<file path="src/inc/wct_pkg.sv">
// Constants, register map and helpers of the weekly cam timer.
// Assumes one clock at 250 MHz and an APB register port.
package wct_pkg;
    localparam int NUM_CAMS = 3;
    localparam int NUM_DAYS = 7;
    localparam int TIME_W = 11;
    localparam logic [10:0] TIME_UNSET = 11'h7FF;
    localparam logic [4:0] HOUR_MAX = 5'h17;
    localparam logic [5:0] MIN_MAX = 6'h3B;
    localparam logic [2:0] WD_LAST = 3'h6;
    localparam logic [7:0] OFF_CTRL = 8'h00;
    localparam logic [7:0] OFF_STATUS = 8'h04;
    localparam logic [7:0] OFF_NOW = 8'h08;
    localparam logic [7:0] OFF_CAM_BASE = 8'h10;
    localparam logic [7:0] OFF_CAM_END = 8'h40;
    localparam logic [3:0] CAM_DAYS = 4'h0;
    localparam logic [3:0] CAM_ON = 4'h4;
    localparam logic [3:0] CAM_OFF = 4'h8;
    localparam int CTRL_EN_BIT = 0;
    localparam int CTRL_PULSE_BIT = 1;
    localparam logic CTRL_EN_RST = 1'b0;
    localparam logic CTRL_PULSE_RST = 1'b0;
    localparam logic [6:0] DAYS_RST = 7'h00;
    localparam int CLK_PERIOD_NS = 4;
    localparam int CYCLE_NS = 1000;
    localparam int CYCLE_CLKS = CYCLE_NS / CLK_PERIOD_NS;

    function automatic logic time_hit(logic [10:0] t, logic [4:0] hr, logic [5:0] mn);
        return (t != TIME_UNSET) && (t == {hr, mn}) && (hr <= HOUR_MAX) && (mn <= MIN_MAX);
    endfunction

    function automatic logic day_hit(logic [6:0] mask, logic [2:0] wd);
        return (wd <= WD_LAST) && mask[wd];
    endfunction
endpackage

</file>
<file path="src/hw/wct_cam.sv">
// One cam slot: weekday mask and on/off time matched against now.
// Assumes time inputs are stable, same-clock values.
`timescale 1ns/10ps
module wct_cam (
    input wire logic pclk,
    input wire logic presetn,
    input wire logic [6:0] days,
    input wire logic [10:0] on_time,
    input wire logic [10:0] off_time,
    input wire logic [2:0] weekday,
    input wire logic [4:0] hour,
    input wire logic [5:0] minute,
    output logic on_hit,
    output logic off_hit
);
    logic day_ok;

    assign day_ok = wct_pkg::day_hit(days, weekday); // RULE8
    assign on_hit = day_ok && wct_pkg::time_hit(on_time, hour, minute); // RULE2
    assign off_hit = day_ok && wct_pkg::time_hit(off_time, hour, minute); // RULE3
endmodule

</file>
<file path="src/hw/wct_cycle.sv">
// Program cycle tick: one pulse every CYCLE_CLKS clocks.
// Assumes free-running pclk.
`timescale 1ns/10ps
module wct_cycle #(
    parameter int CYCLE_CLKS = wct_pkg::CYCLE_CLKS
) (
    input wire logic pclk,
    input wire logic presetn,
    output logic tick
);
    typedef struct packed {
        logic [15:0] cnt;
        logic tick;
    } wct_cyc_state_t;

    wct_cyc_state_t s;
    wct_cyc_state_t next_s;

    if (CYCLE_CLKS < 2 || CYCLE_CLKS > 65536) begin : g_bad
        $error("CYCLE_CLKS out of range");
    end

    always_comb begin
        next_s = s;
        next_s.tick = 1'b0;
        if (s.cnt == 16'(CYCLE_CLKS - 1)) begin
            next_s.cnt = 16'h0000;
            next_s.tick = 1'b1;
        end else begin
            next_s.cnt = s.cnt + 16'h0001;
        end
    end

    always_ff @(posedge pclk or negedge presetn) begin
        if (!presetn) begin
            s <= '0;
        end else begin
            s <= next_s;
        end
    end

    assign tick = s.tick;
endmodule

</file>
<file path="src/hw/wct_timer.sv">
// Weekly cam timer top: APB registers, three cams, switching output.
// Assumes RTC weekday/hour/minute come from logic on pclk.
// How it works
// RULE1: Three cam slots, each with day mask, on-time and off-time.
// RULE2: On-time hit on a selected day sets the output.
// RULE3: Configured off-time hit on a selected day clears the output.
// RULE4: Pulse option holds the output high one evaluation cycle only.
// RULE5: One pulse setting serves all three cams.
// RULE6: On equal times, cam three beats two, two beats one.
// RULE7: Output follows the combined switching of all cams.
// RULE8: Any weekday subset is allowed; unselected days never switch.
// RULE9: Day mask bit 0 is Monday up to bit 6 Sunday.
// RULE10: Times run 00:00 to 23:59 in hours and minutes.
// RULE11: An unset time code causes no switching.
// RULE12: Each program cycle samples the clock and evaluates at once.
//
// The APB slave port and the register addresses were left to the implementer.
`timescale 1ns/10ps
module wct_timer #(
    parameter int CYCLE_CLKS = wct_pkg::CYCLE_CLKS
) (
    input wire logic pclk,
    input wire logic presetn,
    input wire logic psel,
    input wire logic penable,
    input wire logic pwrite,
    input wire logic [7:0] paddr,
    input wire logic [31:0] pwdata,
    output logic [31:0] prdata,
    output logic pready,
    output logic pslverr,
    input wire logic [2:0] rtc_weekday,
    input wire logic [4:0] rtc_hour,
    input wire logic [5:0] rtc_minute,
    output logic switch_out
);
    typedef struct packed {
        logic en;
        logic pulse;
        logic [2:0][6:0] days;
        logic [2:0][10:0] on_t;
        logic [2:0][10:0] off_t;
        logic q;
        logic [2:0] cam_st;
        logic [2:0] wd;
        logic [4:0] hr;
        logic [5:0] mn;
        logic seen;
        logic [31:0] rdata;
        logic err;
    } wct_state_t;

    wct_state_t s;
    wct_state_t next_s;
    logic tick;
    logic [2:0] on_hit;
    logic [2:0] off_hit;
    logic new_min;
    logic act_valid;
    logic act_on;
    logic setup;
    logic wr;
    logic [1:0] ci;

    if (CYCLE_CLKS < 2 || CYCLE_CLKS > 65536) begin : g_bad_cycle
        $error("CYCLE_CLKS out of range");
    end

    if (wct_pkg::NUM_CAMS != 3 || wct_pkg::NUM_DAYS != 7) begin : g_bad_map
        $error("Cam and day counts must match the register map");
    end

    function automatic logic is_cam(logic [7:0] a);
        return (a >= wct_pkg::OFF_CAM_BASE) && (a < wct_pkg::OFF_CAM_END)
            && (a[3:0] == wct_pkg::CAM_DAYS || a[3:0] == wct_pkg::CAM_ON
            || a[3:0] == wct_pkg::CAM_OFF);
    endfunction

    function automatic logic [1:0] cam_of(logic [7:0] a);
        return a[5:4] - 2'h1;
    endfunction

    wct_cycle #(.CYCLE_CLKS(CYCLE_CLKS)) u_wct_cycle (
        .pclk(pclk),
        .presetn(presetn),
        .tick(tick)
    );

    for (genvar g = 0; g < wct_pkg::NUM_CAMS; g++) begin : g_cam // RULE1
        wct_cam u_wct_cam (
            .pclk(pclk),
            .presetn(presetn),
            .days(s.days[g]),
            .on_time(s.on_t[g]),
            .off_time(s.off_t[g]),
            .weekday(rtc_weekday),
            .hour(rtc_hour),
            .minute(rtc_minute),
            .on_hit(on_hit[g]),
            .off_hit(off_hit[g])
        );
    end

    // First cycle of each new minute only, so a match acts once
    assign new_min = tick && (!s.seen || {rtc_weekday, rtc_hour, rtc_minute} != {s.wd, s.hr, s.mn});

    // Highest cam with an action decides
    always_comb begin
        act_valid = 1'b0;
        act_on = 1'b0;
        for (int i = 0; i < wct_pkg::NUM_CAMS; i++) begin
            if (on_hit[i] || off_hit[i]) begin // RULE6
                act_valid = 1'b1;
                act_on = on_hit[i];
            end
        end
    end

    assign setup = psel && !penable;
    assign wr = psel && penable && pwrite;
    assign ci = cam_of(paddr);

    always_comb begin
        next_s = s;
        // Sample and compare in the same cycle
        if (tick) begin // RULE12
            next_s.wd = rtc_weekday;
            next_s.hr = rtc_hour;
            next_s.mn = rtc_minute;
            next_s.seen = 1'b1;
        end
        if (new_min) begin
            for (int i = 0; i < wct_pkg::NUM_CAMS; i++) begin
                if (on_hit[i]) begin
                    next_s.cam_st[i] = 1'b1;
                end else if (off_hit[i]) begin
                    next_s.cam_st[i] = 1'b0;
                end
            end
        end
        if (!s.en) begin
            next_s.q = 1'b0;
        end else if (s.pulse) begin // RULE5
            if (tick) begin
                next_s.q = new_min && act_valid && act_on; // RULE4
            end
        end else if (new_min && act_valid) begin // RULE7
            next_s.q = act_on; // RULE2 RULE3
        end
        // Read data and error captured in setup phase
        if (setup) begin
            next_s.rdata = 32'h0000_0000;
            next_s.err = 1'b0;
            if (paddr == wct_pkg::OFF_CTRL) begin
                next_s.rdata[wct_pkg::CTRL_EN_BIT] = s.en;
                next_s.rdata[wct_pkg::CTRL_PULSE_BIT] = s.pulse;
            end else if (paddr == wct_pkg::OFF_STATUS) begin
                next_s.rdata[3:0] = {s.cam_st, s.q};
            end else if (paddr == wct_pkg::OFF_NOW) begin
                next_s.rdata[13:0] = {s.wd, s.hr, s.mn};
            end else if (is_cam(paddr)) begin
                case (paddr[3:0])
                    wct_pkg::CAM_DAYS: next_s.rdata[6:0] = s.days[ci];
                    wct_pkg::CAM_ON: next_s.rdata[10:0] = s.on_t[ci];
                    default: next_s.rdata[10:0] = s.off_t[ci];
                endcase
            end else begin
                next_s.err = 1'b1;
            end
        end
        if (wr) begin
            if (paddr == wct_pkg::OFF_CTRL) begin
                next_s.en = pwdata[wct_pkg::CTRL_EN_BIT];
                next_s.pulse = pwdata[wct_pkg::CTRL_PULSE_BIT];
            end else if (is_cam(paddr)) begin
                case (paddr[3:0])
                    wct_pkg::CAM_DAYS: next_s.days[ci] = pwdata[6:0]; // RULE9
                    wct_pkg::CAM_ON: next_s.on_t[ci] = pwdata[10:0]; // RULE10
                    default: next_s.off_t[ci] = pwdata[10:0]; // RULE11
                endcase
            end
        end
    end

    always_ff @(posedge pclk or negedge presetn) begin
        if (!presetn) begin
            s <= '0;
            s.en <= wct_pkg::CTRL_EN_RST;
            s.pulse <= wct_pkg::CTRL_PULSE_RST;
            s.days <= {3{wct_pkg::DAYS_RST}};
            s.on_t <= {3{wct_pkg::TIME_UNSET}};
            s.off_t <= {3{wct_pkg::TIME_UNSET}};
        end else begin
            s <= next_s;
        end
    end

    assign pready = 1'b1;
    assign prdata = s.rdata;
    assign pslverr = s.err;
    assign switch_out = s.q;
endmodule

</file>
<file path="config.mk">
export PLATFORM = sky130hd
export DESIGN_NAME = wct_timer
export DESIGN_NICKNAME = d
export VERILOG_FILES = /design/src/inc/wct_pkg.sv /design/src/hw/wct_cam.sv /design/src/hw/wct_cycle.sv /design/src/hw/wct_timer.sv
export SDC_FILE = /design/constraint.sdc
export NUM_CORES = 1
export LEC_CHECK = 0
export BUFFER_PORTS_ARGS = -buffer_cell sky130_fd_sc_hd__buf_2
export CAP_MARGIN = 20
export CORE_MARGIN = 2
export CORE_UTILIZATION = 50
export CTS_CLUSTER_DIAMETER = 100
export CTS_CLUSTER_SIZE = 30
export DETAILED_ROUTE_END_ITERATION = 8
export PLACE_DENSITY = 0.73
export SKIP_CTS_REPAIR_TIMING = 1
export SYNTH_ARGS = -nofsm -noshare
export SYNTH_HDL_FRONTEND = slang
export SYNTH_HIERARCHICAL = 1
export SYNTH_SLANG_ARGS = --single-unit
export TNS_END_PERCENT = 30
</file>
<file path="constraint.sdc">
create_clock -name pclk -period 2.15 [get_ports pclk]
set_input_delay 0.3225 -clock pclk [delete_from_list [all_inputs] [get_ports pclk]]
set_output_delay 0.3225 -clock pclk [all_outputs]
set_load 0.02 [all_outputs]
</file>
==> key figures <==
STA
  – Setup Viol. Count Final: 1
  – Final Cycle Share: 110%
  – Sum Neg Setup Slack: -224 ps
  – Final min period: around 2400 ps
  – WHS: 152 ps
  – Max Slew Vio Count: 0
  – Worst-Margin Slew: 995 ps
  – Max Clk Rate: 421 MHz
  – RSZ-0062 raised after global routing: true
  – Final setup skew: 8.15 ps
  – Final hold violations: 0
  – Relative max-transition margin: around 34%
  – Crit path setup slack, layout: -224 ps

Global routing
  – Antenna violations before repair: 0
  – GRT Residual Overflow: 0
  – First-pass GRT wire length: 38.7 mm
  – GRT Overall Usage: 29.3%
  – Vias in the first global route: 6837
  – Largest net degree at the start of global routing: between 40 and 50

Power and ir drop
  – Sw frac: 26.5%
  – PD cells: 619 nW/um^2
  – Pwr Total: 6.20 mW
  – Worst vdd ir: between 0.0005 and 0.0006 V
  – Power Internal: 4.56 mW
  – Logic pwr share: a little over a tenth
  – Lkg Pwr: 4.58 nW
  – Seq pwr share: 43.8%
  – NetSw: between 1.5 and 2 mW
  – Clock network fraction of design power: 45.4%

Final layout
  – Non-filler instance count after layout: 1087
  – Fraction of layout cells with a size suffix above 1: 45.0%
  – Final nets: 923
  – Antenna Cells: 0
  – Area Growth Syn to Fin: 22.9%
  – Fin area: 10000 sq um
  – Final core occ: 63.0%

Worst setup path
  – Worst setup path class: register to register
  – CP startpoint: s[119]$_DFFE_PN0P_
  – Critical Path Sink Type: register
  – Arrival @ worst endpoint: 2670 ps
  – Crit Path Max Fanout: 3
  – CP startpoint kind: register
  – RR Startpoint: s[119]$_DFFE_PN0P_
  – Crit path required time: 2450 ps

Job
  – MaxCap Viol Count: 0

Synthesis
  – Count leader, synth: mux2_2
  – Netlist cell types: 55
  – Top-area cell type share of the netlist area: a little under a quarter
  – Seq cells post-synth: 140
  – Syn Inst Count: 714
  – Synth Flop Type: dfrtp_1
  – Post-synth top area cell: dfrtp_1
  – Synthesized area: 8150 sq um
  – Post-synth EDFFs: 0
  – Yosys warning count: 6
  – Avg Inst Size Synth: 11.4 sq um
  – Ys async rst share: 100%
  – Top post-synthesis cells by area: dfrtp_1, dfstp_2, mux2_2
  – Synth cell count leaders: mux2_2, dfrtp_1, dfstp_2
  – Register area share after synthesis: 44.0%

Clock network
  – Clock slew at reported path FFs: 60 ps
  – CTS Buf Count: 17
  – Clk_lat worst skew: ~430 ps
  – TritonCTS clock tree: built
  – CTS max path bufs: 2
  – Clock Root Buffer: clkbuf_16
  – Clock sink count: 140
  – H-tree depth: 4

Route
  – DR vias/cell: approximately 6.1
  – Drt pass-1 iters: 5
  – DRT Wirelength: about 24 mm
  – DR WL/cell: roughly 23 um
  – Iteration-0 DRC Markers: approximately 570
  – DRC violations left: 0
  – Via count: 6582
  – ANT nets after route: 0

Outcome
  – Failing checks: negative setup slack
  – Outcome: finished with violations

Floorplanning
  – Total Die Area: about 17000 sq um
  – Starting Density: 51.3%
  – Core area: 15900 sq um
  – Chip height: between 100 and 150 um
  – Io pins: 94
  – Die Wd: 132 um
  – Cell Rows: 46

Placed design
  – Inst Count DP: approximately 1100
  – Input/output buffers: 53
  – RePlAce Congestion: 0.977
  – Pre-CTS setup slack: -551 ps
  – Dpl cell area: 9390 sq um
  – Detailed placer's ending HPWL: approximately 18 mm

Worst hold path
  – Hold Path Class: input port to asynchronous set/reset pin
## worst max-delay path, stage by stage, from the launching register on
cell	delay [ps]
dfrtp_1	390
mux4_1	570
o211ai_2	330
nor4_4	100
buf_4	160
buf_4	130
nor2_1	70
nand2_1	80
a311oi_1	350
a2111oi_2	60
## metal layers
metal / vias up / part of all wire, % / GRT usage (%)
met5: - / 0 / 0
met4: 0 / 4.4 / 14.0
met2: 356 / 45 / 44.4
met3: 74 / 9.0 / 7.29
li1: 2865 / - / -
met1: 3287 / 42 / 39.3
## cell usage in the layout, fill, tap and decap left out, types with 4 or more instances in the layout
cell        count
buf_4         106
mux2_2         93
dfrtp_1        74
dfstp_2        66
buf_2          52
xor2_1         50
xnor2_1        42
nand3_1        39
nand2_1        34
mux2_1         28
nor2_1         23
a21oi_1        19
conb_1         19
nand4_1        18
clkbuf_16      17
nor4_1         14
and3_1         13
a221oi_1       13
nor3_1         10
inv_1           9
mux2i_1         9
buf_12          9
or3_1           7
o211ai_1        7
nor4_2          6
a221oi_2        6
ha_1            6
nor2b_1         5
a22o_1          5
mux4_2          5
clkinvlp_4      5
o22ai_1         4
o21ai_1         4
and4_1          4
## power by group through the flow
| stage | clock network, mW | logic, mW | registers [mW] |
|---|---|---|---|
| 2_1_floorplan | 0 | 0.317 | 2.76 |
| 3_3_place_gp | 0 | 0.634 | 2.76 |
| 3_5_place_dp | 0 | 0.650 | 2.76 |
| 4_1_cts | 2.85 | 0.654 | 2.72 |
| 5_1_grt | 2.96 | 0.711 | 2.72 |
| 6_report | 2.81 | 0.669 | 2.72 |
## final timing paths
check	to	slack (ps)	cells after the start
max reg2reg	switch_out$_DFFE_PN0P_	-220	9
max	switch_out$_DFFE_PN0P_	-220	9
min reg2reg	prdata[11]$_DFFE_PN0P_	470	2
max in group asynchronous	s[104]$_DFFE_PN1P_	1650	2
min in group pclk	s[83]$_DFFE_PN1P_	250	2
min	s[91]$_DFFE_PN1P_	150	1
## cell type report
class                   instances  area [sq um]
clock inverters                13           118
multi-input cells             522          4320
flip-flops and latches        140          3590
clock buffers                  19           443
fillers                      1244          5870
well taps                     216           270
repair buffers                168          1250
inverters                       9          33.8
## cell families (layout without fill, tap and decap cells)
logic type	count (synthesis)	in the layout	share of synthesized area (%)
other	2	19	0.0922
AND/OR/NAND/NOR	195	195	13.4
adder cells (fa/ha/maj)	6	6	0.921
XOR/XNOR	93	93	10.0
flip-flops	140	140	44.0
AO/OA/AOI/OAI	71	71	6.44
buffers and inverters	69	209	4.99
multiplexers	138	138	20.2
## state kept, by name, summed over array words and instances (netlist names)
register,cells
prdata,14
switch_out,1
pslverr,1
u_wct_cycle/tick,1
u_wct_cycle/s,16
s,107
No activity file was read; power rests on OpenSTA's default activity.
